==> config.mk <==
export PLATFORM = sky130hd
export DESIGN_NAME = dps_power_ctrl
export DESIGN_NICKNAME = d
export VERILOG_FILES = /design/src/core/dps_sync2.v /design/src/core/dps_fault_filter.v /design/src/core/dps_power_ctrl.v
export VERILOG_INCLUDE_DIRS = /design/src /design/src/core
export SDC_FILE = /design/constraint.sdc
export NUM_CORES = 1
export LEC_CHECK = 0
export ABC_AREA = 1
export BUFFER_PORTS_ARGS = -buffer_cell sky130_fd_sc_hd__buf_4
export CAP_MARGIN = 15
export CORE_ASPECT_RATIO = 0.7
export CORE_MARGIN = 5
export CORE_UTILIZATION = 35
export CTS_CLUSTER_SIZE = 14
export DETAILED_ROUTE_END_ITERATION = 10
export GPL_ROUTABILITY_DRIVEN = 0
export PLACE_DENSITY = 0.54
export SLEW_MARGIN = 10
export SYNTH_ARGS = -nofsm -noshare
export SYNTH_HDL_FRONTEND = slang
export SYNTH_SLANG_ARGS = --single-unit
==> constraint.sdc <==
create_clock -name sys_clk -period 6.65 [get_ports sys_clk]
set_input_delay 1.33 -clock sys_clk [delete_from_list [all_inputs] [get_ports sys_clk]]
set_output_delay 1.33 -clock sys_clk [all_outputs]
set_load 0.05 [all_outputs]
==> src/core/dps_defs.vh <==
`ifndef DPS_DEFS_VH
`define DPS_DEFS_VH
// Wishbone register byte offsets
`define DPS_REG_CTRL      8'h00
`define DPS_REG_STATUS    8'h04
`define DPS_REG_EVT       8'h08
`define DPS_REG_EVT_CLR   8'h0C
`define DPS_REG_EVT_EN    8'h10
`define DPS_REG_PWMDIV    8'h14
// Control fields
`define DPS_CTRL_SWEN     0
`define DPS_CTRL_RESET    32'h0000_0000
// Event bits
`define DPS_EVT_OC        0
`define DPS_EVT_OV        1
`define DPS_EVT_UV        2
`define DPS_EVT_STATE     3
`define DPS_EVT_W         4
// States
`define DPS_ST_OFF        2'h0
`define DPS_ST_STBY       2'h1
`define DPS_ST_RUN        2'h2
// Timing
`define DPS_CLK_MHZ       250
`define DPS_PWM_KHZ       400
`define DPS_PWM_PERIOD    (`DPS_CLK_MHZ * 1000 / `DPS_PWM_KHZ)
`define DPS_FAULT_CYC     4
`define DPS_TT_SS_CYC     128
`define DPS_OUTPUT_GOOD_FLAG_US      200
`define DPS_OUTPUT_GOOD_FLAG_CYC     (`DPS_OUTPUT_GOOD_FLAG_US * `DPS_CLK_MHZ)
`define DPS_DEAD_CYC      8
`define DPS_SS_STEP_CYC   16
`endif

==> src/core/dps_sync2.v <==
`timescale 1ns/10ps
module dps_sync2 #(
  parameter W = 1
) (
  // Clock and reset
  input  wire         sys_clk,
  input  wire         reset_n,
  // Data
  input  wire [W-1:0] dataIn,
  output reg  [W-1:0] dataOut
);
  reg [W-1:0] stage1;

  always @(posedge sys_clk or negedge reset_n)
  begin
    if (!reset_n)
    begin
      stage1  <= {W{1'b0}};
      dataOut <= {W{1'b0}};
    end
    else
    begin
      stage1  <= dataIn;
      dataOut <= stage1;
    end
  end
endmodule // dps_sync2

==> src/core/dps_fault_filter.v <==
`timescale 1ns/10ps
module dps_fault_filter #(
  parameter N = 4
) (
  // Clock and reset
  input  wire sys_clk,
  input  wire reset_n,
  // Condition and latch control
  input  wire cond,
  input  wire clear,
  output reg  latched
);
  reg [3:0] count;

  always @(posedge sys_clk or negedge reset_n)
  begin
    if (!reset_n)
    begin
      count   <= 4'h0;
      latched <= 1'b0;
    end
    else if (clear)
    begin
      count   <= 4'h0;
      latched <= 1'b0;
    end
    else
    begin
      count <= cond ? ((count == N[3:0]) ? count : count + 4'h1) : 4'h0;
      if (cond && (count == N[3:0] - 4'h1))
        latched <= 1'b1;
    end
  end
endmodule // dps_fault_filter

==> src/core/dps_power_ctrl.v <==
`timescale 1ns/10ps
`include "dps_defs.vh"
module dps_power_ctrl #(
  parameter OUTPUT_GOOD_FLAG_CYC = `DPS_OUTPUT_GOOD_FLAG_CYC,
  parameter BG_CYC    = 16
) (
  // Clock and reset
  input  wire        sys_clk,
  input  wire        reset_n,
  // Wishbone slave
  input  wire        wb_cyc_i,
  input  wire        wb_stb_i,
  input  wire        wb_we_i,
  input  wire [7:0]  wb_adr_i,
  input  wire [3:0]  wb_sel_i,
  input  wire [31:0] wb_dat_i,
  output reg  [31:0] wb_dat_o,
  output reg         wb_ack_o,
  // Pins and analog status
  input  wire        mainEnablePin,
  input  wire        terminationEnablePin,
  input  wire        forcedPwmSelect,
  input  wire        inputSensePin,
  input  wire        controlSupplyGood,
  input  wire        railRegDetect,
  input  wire        overcurrentCmp,
  input  wire        overvoltageCmp,
  input  wire        undervoltageCmp,
  // Outputs
  output reg         highSideGate,
  output reg         lowSideGate,
  output reg         memoryRailEnable,
  output reg         bufferedReferenceEnable,
  output reg         terminationOutputEnable,
  output reg         terminationCurrentHigh,
  output reg         powerSavingMode,
  output reg         softStartActive,
  output reg  [7:0]  softStartLevel,
  output reg         memoryRailInRegulation,
  output reg         outputGoodLow_n,
  output reg         bandgapReady,
  output reg         supplyOk,
  output reg  [1:0]  powerState,
  output wire        irq
);
  localparam ST_OFF  = `DPS_ST_OFF;
  localparam ST_STBY = `DPS_ST_STBY;
  localparam ST_RUN  = `DPS_ST_RUN;
  localparam [9:0] PWM_PER = `DPS_PWM_PERIOD;
  localparam [3:0] DEAD    = `DPS_DEAD_CYC;

  wire [2:0] syncIn;
  wire       enSync;
  wire       ttSync;
  wire       fpwmSync;
  wire       ocLatch;
  wire       ovLatch;
  wire       uvLatch;
  wire       faultClear;
  wire       anyFault;
  wire       swEn;
  reg  [31:0] ctrlReg;
  reg  [9:0]  pwmDuty;
  reg  [3:0]  evtStat;
  reg  [3:0]  evtEn;
  reg  [7:0]  bgCount;
  reg  [1:0]  nextState;
  reg  [9:0]  pwmCount;
  reg         pwmRaw;
  reg         pwmPrev;
  reg  [3:0]  deadCount;
  reg  [3:0]  ssDiv;
  reg  [7:0]  ttCount;
  reg  [31:0] pgCount;
  reg  [1:0]  prevState;
  reg         wasOff;
  reg  [31:0] readMux;
  reg  [3:0]  evtSet;

  // Input synchronisers
  dps_sync2 #(.W(3)) uSync (
    .sys_clk (sys_clk),
    .reset_n (reset_n),
    .dataIn  ({mainEnablePin, terminationEnablePin, forcedPwmSelect}),
    .dataOut (syncIn)
  );
  assign enSync   = syncIn[2] & swEn;
  assign ttSync   = syncIn[1];
  assign fpwmSync = syncIn[0];
  assign swEn     = ctrlReg[`DPS_CTRL_SWEN] == 1'b0;

  // Bandgap start and supply monitor
  always @(posedge sys_clk or negedge reset_n)
  begin
    if (!reset_n)
    begin
      bgCount      <= 8'h00;
      bandgapReady <= 1'b0;
      supplyOk     <= 1'b0;
    end
    else
    begin
      if (!enSync)
        bgCount <= 8'h00;
      else if (bgCount != BG_CYC[7:0])
        bgCount <= bgCount + 8'h01;
      bandgapReady <= enSync && (bgCount == BG_CYC[7:0]);
      supplyOk     <= bandgapReady && controlSupplyGood;
    end
  end

  // Faults clear when enable or supply is cycled
  assign faultClear = !enSync || !controlSupplyGood;
  dps_fault_filter #(.N(`DPS_FAULT_CYC)) uOc (
    .sys_clk (sys_clk),
    .reset_n (reset_n),
    .cond    (overcurrentCmp && powerState != ST_OFF),
    .clear   (faultClear),
    .latched (ocLatch)
  );
  dps_fault_filter #(.N(`DPS_FAULT_CYC)) uOv (
    .sys_clk (sys_clk),
    .reset_n (reset_n),
    .cond    (overvoltageCmp && powerState != ST_OFF),
    .clear   (faultClear),
    .latched (ovLatch)
  );
  dps_fault_filter #(.N(`DPS_FAULT_CYC)) uUv (
    .sys_clk (sys_clk),
    .reset_n (reset_n),
    .cond    (undervoltageCmp && powerState != ST_OFF),
    .clear   (faultClear),
    .latched (uvLatch)
  );
  assign anyFault = ocLatch | ovLatch | uvLatch;

  // State decode
  always @*
  begin
    nextState = ST_OFF;
    case (1'b1)
      (!supplyOk || !inputSensePin || !enSync): nextState = ST_OFF;
      ttSync:  nextState = ST_RUN;
      default: nextState = ST_STBY;
    endcase
  end

  always @(posedge sys_clk or negedge reset_n)
  begin
    if (!reset_n)
    begin
      powerState <= ST_OFF;
      prevState  <= ST_OFF;
      wasOff     <= 1'b1;
    end
    else
    begin
      powerState <= nextState;
      prevState  <= powerState;
      if (powerState == ST_OFF)
        wasOff <= 1'b1;
      else if (softStartLevel == 8'hFF)
        wasOff <= 1'b0;
    end
  end

  // Output modes
  always @(posedge sys_clk or negedge reset_n)
  begin
    if (!reset_n)
    begin
      memoryRailEnable        <= 1'b0;
      bufferedReferenceEnable <= 1'b0;
      terminationOutputEnable <= 1'b0;
      powerSavingMode         <= 1'b0;
    end
    else
    begin
      memoryRailEnable        <= powerState != ST_OFF && !ocLatch;
      bufferedReferenceEnable <= powerState != ST_OFF && !ocLatch;
      terminationOutputEnable <= powerState == ST_RUN && !ocLatch
                                 && memoryRailInRegulation;
      powerSavingMode         <= powerState == ST_STBY && fpwmSync;
    end
  end

  // Soft-start ramp of the rail
  always @(posedge sys_clk or negedge reset_n)
  begin
    if (!reset_n)
    begin
      softStartLevel  <= 8'h00;
      softStartActive <= 1'b0;
      ssDiv           <= 4'h0;
    end
    else if (powerState == ST_OFF)
    begin
      softStartLevel  <= 8'h00;
      softStartActive <= 1'b0;
      ssDiv           <= 4'h0;
    end
    else if (softStartLevel != 8'hFF)
    begin
      softStartActive <= 1'b1;
      ssDiv           <= ssDiv + 4'h1;
      if (ssDiv == 4'hF)
        softStartLevel <= softStartLevel + 8'h01;
    end
    else
      softStartActive <= 1'b0;
  end

  // Regulation flag and power-good release
  always @(posedge sys_clk or negedge reset_n)
  begin
    if (!reset_n)
    begin
      memoryRailInRegulation <= 1'b0;
      pgCount                <= 32'h0000_0000;
      outputGoodLow_n        <= 1'b0;
    end
    else
    begin
      memoryRailInRegulation <= powerState != ST_OFF && softStartLevel == 8'hFF
                                && railRegDetect && !anyFault;
      if (powerState == ST_OFF || anyFault)
      begin
        pgCount         <= 32'h0000_0000;
        outputGoodLow_n <= 1'b0;
      end
      else if (memoryRailInRegulation || pgCount == OUTPUT_GOOD_FLAG_CYC - 1)
        outputGoodLow_n <= 1'b1;
      else
        pgCount <= pgCount + 32'h0000_0001;
    end
  end

  // Termination soft-start current limit
  always @(posedge sys_clk or negedge reset_n)
  begin
    if (!reset_n)
    begin
      ttCount                <= 8'h00;
      terminationCurrentHigh <= 1'b0;
    end
    else if (!terminationOutputEnable)
    begin
      ttCount                <= 8'h00;
      terminationCurrentHigh <= 1'b0;
    end
    else if (ttCount != `DPS_TT_SS_CYC - 1)
      ttCount <= ttCount + 8'h01;
    else
      terminationCurrentHigh <= 1'b1;
  end

  // Fixed-frequency modulator with dead time
  always @(posedge sys_clk or negedge reset_n)
  begin
    if (!reset_n)
    begin
      pwmCount     <= 10'h000;
      pwmRaw       <= 1'b0;
      pwmPrev      <= 1'b0;
      deadCount    <= 4'h0;
      highSideGate <= 1'b0;
      lowSideGate  <= 1'b0;
    end
    else
    begin
      pwmCount <= (pwmCount == PWM_PER - 10'h001) ? 10'h000
                  : pwmCount + 10'h001;
      pwmRaw   <= {8'h00, pwmCount} < ((pwmDuty * {10'h000, softStartLevel}) >> 8);
      pwmPrev  <= pwmRaw;
      if (pwmRaw != pwmPrev)
        deadCount <= DEAD;
      else if (deadCount != 4'h0)
        deadCount <= deadCount - 4'h1;
      if (powerState == ST_OFF || anyFault)
      begin
        highSideGate <= 1'b0;
        lowSideGate  <= 1'b0;
      end
      else if (pwmRaw != pwmPrev || deadCount != 4'h0)
      begin
        highSideGate <= 1'b0;
        lowSideGate  <= 1'b0;
      end
      else
      begin
        highSideGate <= pwmRaw;
        lowSideGate  <= !pwmRaw && !(powerSavingMode && !railRegDetect);
      end
    end
  end

  // Event capture, set wins over clear
  always @*
  begin
    evtSet = 4'h0;
    evtSet[`DPS_EVT_OC]    = ocLatch;
    evtSet[`DPS_EVT_OV]    = ovLatch;
    evtSet[`DPS_EVT_UV]    = uvLatch;
    evtSet[`DPS_EVT_STATE] = powerState != prevState;
  end
  assign irq = |(evtStat & evtEn);

  // Wishbone register file
  always @*
  begin
    readMux = 32'h0000_0000;
    case (wb_adr_i)
      `DPS_REG_CTRL:   readMux = ctrlReg;
      `DPS_REG_STATUS: readMux = {21'h00_0000, wasOff, anyFault, outputGoodLow_n,
                                  memoryRailInRegulation, supplyOk, bandgapReady,
                                  uvLatch, ovLatch, ocLatch, powerState};
      `DPS_REG_EVT:    readMux = {28'h000_0000, evtStat};
      `DPS_REG_EVT_EN: readMux = {28'h000_0000, evtEn};
      `DPS_REG_PWMDIV: readMux = {22'h00_0000, pwmDuty};
      default:         readMux = 32'h0000_0000;
    endcase
  end

  always @(posedge sys_clk or negedge reset_n)
  begin
    if (!reset_n)
    begin
      wb_ack_o <= 1'b0;
      wb_dat_o <= 32'h0000_0000;
      ctrlReg  <= `DPS_CTRL_RESET;
      evtStat  <= 4'h0;
      evtEn    <= 4'h0;
      pwmDuty  <= PWM_PER >> 1;
    end
    else
    begin
      wb_ack_o <= wb_cyc_i && wb_stb_i && !wb_ack_o;
      if (wb_cyc_i && wb_stb_i && !wb_ack_o)
        wb_dat_o <= readMux;
      if (wb_cyc_i && wb_stb_i && !wb_ack_o && wb_we_i && wb_sel_i[0]
          && wb_adr_i == `DPS_REG_EVT_CLR)
        evtStat <= (evtStat & ~wb_dat_i[3:0]) | evtSet;
      else
        evtStat <= evtStat | evtSet;
      if (wb_cyc_i && wb_stb_i && !wb_ack_o && wb_we_i)
      begin
        case (wb_adr_i)
          `DPS_REG_CTRL:
            if (wb_sel_i[0])
              ctrlReg[7:0] <= wb_dat_i[7:0];
          `DPS_REG_EVT_EN:
            if (wb_sel_i[0])
              evtEn <= wb_dat_i[3:0];
          `DPS_REG_PWMDIV:
          begin
            if (wb_sel_i[0])
              pwmDuty[7:0] <= wb_dat_i[7:0];
            if (wb_sel_i[1])
              pwmDuty[9:8] <= wb_dat_i[9:8];
          end
          default:
            ctrlReg <= ctrlReg;
        endcase
      end
    end
  end
endmodule // dps_power_ctrl

* Word-level counts from Yosys, hierarchy flattened
Index checks and enable logic that the tools add are counted.
Word-level totals: logic and storage cells 190, output and inout port bits 56, bits in registers 172, bits of input ports 58
Cells by class: bitwise operators 9, order comparisons 1, reductions and logical operators 56, mux-type cells 45, $mul 1, $add $sub $neg 10, equal/unequal tests 30
Operators with widths (number):
- 32-bit two-way mux | 2
- 4-bit two-way mux | 14
- 8-bit two-way mux | 7
- 11-bit one-hot mux with 5 select lines | 1
- 32-bit by 1-bit adder with 32-bit output (second input constant) | 1
- 32-bit by 16-bit == test with 1-bit output (second input constant) | 1
- 8-bit by 1-bit adder with 8-bit output (second input constant) | 3
- 8-bit by 5-bit == test with 1-bit output (second input constant) | 3
- 1-bit logical AND | 22
- 10-bit by 8-bit multiplier with 18-bit output | 1
- 1-bit two-way mux | 18
- 2-bit nonzero test | 9
- 4-bit by 1-bit adder with 4-bit output (second input constant) | 4
- 8-bit by 4-bit == test with 1-bit output (second input constant) | 2
- 4-bit by 2-bit == test with 1-bit output (second input constant) | 3
- 4-bit by 3-bit == test with 1-bit output (second input constant) | 3
- 3-bit AND reduction | 4
- 10-bit by 1-bit adder with 10-bit output (second input constant) | 1
- 10-bit == test (second input constant) | 1
- 1-bit zero test | 10
- 10-bit < comparator | 1
- 10-bit two-way mux | 1
- 3-bit != test (second input constant) | 3
- 4-bit bitwise AND | 2
- other kinds (25) | 35

* Logic depth before layout (Yosys ltp)
depth after elaboration 6, mapped depth 25, gate-level depth less buffers 24

* Hierarchy
Synthesis repeated with hierarchy kept, for this count alone.
Unflattened totals: cells, all modules 1474, area, all modules 10985.5 um2
By module, submodules not included:
- dps_power_ctrl | cells each 1357, times used 1, area an instance 9960.8 um2, seq. area each 3259.4 um2
- dps_fault_filter | cells each 37, times used 3, area an instance 291.5 um2, seq. area each 125.1 um2
- dps_sync2 | cells each 6, times used 1, area an instance 150.1 um2, seq. area each 150.1 um2

* Least setup slack after synthesis
No wires, ideal clock.
kind register -> register, from reg softStartLevel[7], to reg pwmRaw, required time 6524 ps, path buffers 1, stages on the path, launching flop included 22, setup slack 1547 ps, library setup time 126 ps, arrival 4977 ps, clock period less this slack 5103 ps, path through dfrtp_1 > clkbuf_1 > nand2_1 > fa_1 > fa_1 > inv_1 > fa_1 > inv_1 > fa_1 > inv_1 > ha_1 > nand2_1 > inv_1 > a21oi_1 > nand2_1 > a21o_1 > xnor2_1 > ha_1 > nand2_1 > o21a_1 > o221ai_1 > a21oi_1
On the way: word-level cells in the longest chain between the ends 2
Ends and longest elaborated chain:
- start: declaration | RTL line dps_power_ctrl.v:38 | output reg [7:0] softStartLevel,
- start signal: assignment | RTL line dps_power_ctrl.v:207 | softStartLevel <= softStartLevel + 8'h01;
- 10-bit by 8-bit multiplier with 18-bit output | RTL line dps_power_ctrl.v:273 | pwmRaw <= {8'h00, pwmCount} < ((pwmDuty * {10'h000, softStartLevel}) >> 8);
- 10-bit < comparator | RTL line dps_power_ctrl.v:273
- end signal: assignment | RTL line dps_power_ctrl.v:273
- end: declaration | RTL line dps_power_ctrl.v:69 | reg pwmRaw;
No other way between the ends. A chain may end at the register's enable or synchronous reset.

* Worst setup path in the final report
from reg softStartLevel[5], to reg pwmRaw
The elaborated chain is that of the path after synthesis.

==> flow_metrics.py <==
metrics = {
    "run_status": {
        "status": "finished clean",
    },
    "global_route": {
        "grt_pass1_vias": 8711,
        "grt_max_degree": 101,
        "grt_use_total_pct": 15.99,
        "antenna_found_initial": 0,
        "grt_remaining_overflow": 0,
        "grt_pass1_wl_mm": 44.79,
    },
    "synthesis": {
        "synth_edf_count": 0,
        "avgSynthCellArea_um2": 7.589,
        "synth_top_area_share_pct": 33.57,
        "yosys_register_bits": 151,
        "yosys-top-cells-area": "dfrtp_1 (34%), nand2_1 (13%), inv_1 (9.4%)",
        "yosysWarnings": 0,
        "synth_commonest_cells": "nand2_1 (367), inv_1 (273), dfrtp_1 (146)",
        "ys_seq_area_share_pct": 34.78,
        "synthArstFlopShare_pct": 100.0,
        "syn_inst": 1434,
        "ys_types": 49,
        "ys.flop_type": "dfrtp_1",
        "syn_area_um2": 10880,
        "post-synth-top-area-cell": "dfrtp_1",
        "yosysMostFrequentCell": "nand2_1",
    },
    "critical_path": {
        "worstPathRequired_ns": 6.97,
        "cp_common_cell": "nand2_1",
        "cp_slowest_stage_delay_ns": 0.72,
        "crit_path_end_kind": "flip-flop",
        "path_buf_inv": 4,
        "cp_top_family": "adder cells",
        "cp_cell_sequence": "nand2_1 > fa_1 > fa_1 > inv_1 > fa_1 > inv_1 > fa_1 > inv_1 > ha_1 > nand2_1 > inv_1 > a21oi_1 > nand2_1 > a21o_1 > nand2_1 > nand2_1 > nand2_1 > nand2_1 > ha_1 > nand4_1 > o221ai_1 > a21oi_1",
        "worst-path-max-fanout": 16,
        "critPathSlowestCell": "dfrtp_1",
        "path_class": "reg -> reg",
        "cp-start-kind": "flip-flop",
        "worstPathArrival_ns": 5.58,
    },
    "placed_design": {
        "place_area_um2": 11660,
        "dp.cells": 1887,
        "port_buffers": 68,
        "dp_hpwl_mm": 20.25,
    },
    "power_and_ir_drop": {
        "p_clk_share_pct": 47.8,
        "p_sw_share_pct": 26.90,
        "p_sw_mw": 0.5363,
        "p_per_area_nw_per_um2": 162.9,
        "p_leak_nw": 6.518,
        "p_int_mw": 1.457,
        "p_comb_share_pct": 5.4,
        "pwr-share-seq_pct": 46.8,
        "ir_drop_mv": 0.1946,
    },
    "routing": {
        "wirelength_mm": 26.26,
        "wl_per_cell_um": 13.68,
        "drt_iter0_drc": 637,
        "ant_nets": 0,
        "vias_per_cell": 4.672,
        "drtPass1Iterations": 5,
        "drc": 0,
        "vias": 8970,
    },
    "floorplanning": {
        "floorplan.initialDensity_pct": 35.17,
        "placementRows": 54,
        "io_pins": 114,
        "fp.dieH_um": 157.5,
        "dieWidth_um": 220.8,
        "dieArea_um2": 34780,
        "core_area_um2": 30940,
    },
    "sta": {
        "tightest_slew_ns": 0.9340,
        "rsz0062_at_grt": "false",
        "setup_tns_ns": 0,
        "drv_slew": 0,
        "period_share_pct": 79.14,
        "hold_violations": 0,
        "clock_skew_ns": 0.007111,
        "min_period_ns": 5.263,
        "setup_viol": 0,
        "fmax_mhz": 190.0,
        "slew_headroom_pct": 37.74,
    },
    "layout": {
        "final_area_um2": 12230,
        "drive_above_1_share_pct": 9.600,
        "antenna_cells": 0,
        "syn_to_final_growth_pct": 12.41,
        "fin_cells": 1920,
        "utilization_pct": 39.53,
        "fin_nets": 1652,
    },
    "cts": {
        "cts-buffers-inserted": 17,
        "clk_latency_ns": 0.43,
        "cts-root-buf": "clkbuf_16",
        "cts_hold_buf": 0,
        "htree_levels": 4,
        "cts_tree": "done",
        "post-cts-setup-buffer-count": 0,
        "cts_buffer_depth": 2,
        "clkSinkCount": 151,
        "cts_resized": 0,
        "clk_pin_slew_ns": 0.07,
    },
    "worst_hold_path": {
        "hp-class": "reg -> reg",
    },
    "run": {
        "drv_cap": 0,
    },
}
[flip-flops by register name (all words and copies together) (netlist names), 3 cells and up]
name and cells:
ttCount 8, ctrlReg 8, pgCount 32, uUv.count 4, evtEn 4, uSync.stage1 3, pwmCount 10, deadCount 4
uOc.count 4, evtStat 4, pwmDuty 10, uSync.dataOut 3, uOv.count 4, ssDiv 4, softStartLevel 8, bgCount 8
wb_dat_o 11
[power groups by stage]
stage	sequential [mW]	clock (mW)	combinational, mW
after floorplan	0.963	0	0.0559
after global placement	0.951	0	0.109
after detailed placement	0.951	0	0.110
after CTS	0.933	0.980	0.110
after global routing	0.934	1.03	0.119
final	0.934	0.952	0.108
[stage by stage]
step                hold slack, ns  power, mW  worst slack [ns]
finish                      0.3494      1.993             1.387
global route                0.3600      2.081            0.9615
detailed placement          0.3347      1.061             1.424
global placement            0.3325      1.060             1.448
CTS                         0.3509      2.024             1.382
floorplan                   0.3312      1.019             1.547
[routing by layer]
layer,up-vias,wire (um),track usage [%]
met1,4215,14150,25.38
met2,206,10420,22.48
met5,-,0,0
met4,0,209,3.129
met3,15,1479,3.115
li1,4534,-,-
[cells by family after synthesis]
| family | after synthesis | synth area share, % |
|---|---|---|
| adder cells (fa/ha/maj) | 107 | 15.54 |
| XOR/XNOR | 31 | 2.495 |
| AND/OR/NAND/NOR | 678 | 27.43 |
| buffers and inverters | 332 | 12.75 |
| other | 1 | 0.03446 |
| flip-flops | 151 | 34.78 |
| AO/OA/AOI/OAI | 134 | 6.967 |
[path summary, 6_finish.rpt]
path | from | endpoint | slack, ns | cells after the start
max in group asynchronous | reset_n | softStartLevel[2]$_DFFE_PN0P_ | 4.44 | 2
setup reg to reg | softStartLevel[5]$_DFFE_PN0P_ | pwmRaw$_DFF_PN0_ | 1.39 | 22
min in group asynchronous | reset_n | ttCount[3]$_DFFE_PN0P_ | 0.99 | 1
hold reg to reg | uSync.stage1[0]$_DFF_PN0_ | uSync.dataOut[0]$_DFF_PN0_ | 0.35 | 0
hold / removal | uSync.stage1[0]$_DFF_PN0_ | uSync.dataOut[0]$_DFF_PN0_ | 0.35 | 0
setup / recovery | softStartLevel[5]$_DFFE_PN0P_ | pwmRaw$_DFF_PN0_ | 1.39 | 22
[final cells by class]
class                           instances  area [um^2]
Inverter                              275         1032
Tap cell                              420        525.5
Timing Repair Buffer                   71        534.3
Fill cell                            3209        18710
Clock inverter                         14        131.4
Multi-Input combinational cell        971         5786
Clock buffer                           18        439.2
Sequential cell                       151         3785
[cell usage in the layout (no fill, tap or decap), types with 2 or more instances in the layout]
| cell | instances |
|---|---|
| a21o_1 | 3 |
| a21oi_1 | 48 |
| a31oi_1 | 2 |
| buf_4 | 69 |
| clkbuf_16 | 17 |
| clkinv_4 | 2 |
| clkinvlp_4 | 2 |
| conb_1 | 21 |
| dfrtp_1 | 146 |
| dfstp_2 | 5 |
| fa_1 | 47 |
| ha_1 | 60 |
| inv_1 | 273 |
| inv_2 | 2 |
| inv_6 | 5 |
| inv_8 | 3 |
| nand2_1 | 367 |
| nand2_2 | 6 |
| nand2_4 | 2 |
| nand3_1 | 93 |
| nand3b_1 | 4 |
| nand4_1 | 37 |
| nor2_1 | 107 |
| nor2_2 | 3 |
| nor2_4 | 5 |
| nor3_1 | 32 |
| nor3_2 | 2 |
| nor3b_1 | 4 |
| nor3b_2 | 2 |
| nor4_1 | 5 |
| o211ai_1 | 3 |
| o21a_1 | 2 |
| o21ai_0 | 54 |
| o21ai_1 | 2 |
| o21ai_2 | 7 |
| o21bai_1 | 4 |
| o22ai_1 | 4 |
| or2_2 | 3 |
| xnor2_1 | 13 |
| xor2_1 | 18 |
Note: power is estimated with default switching activity, not from simulation.
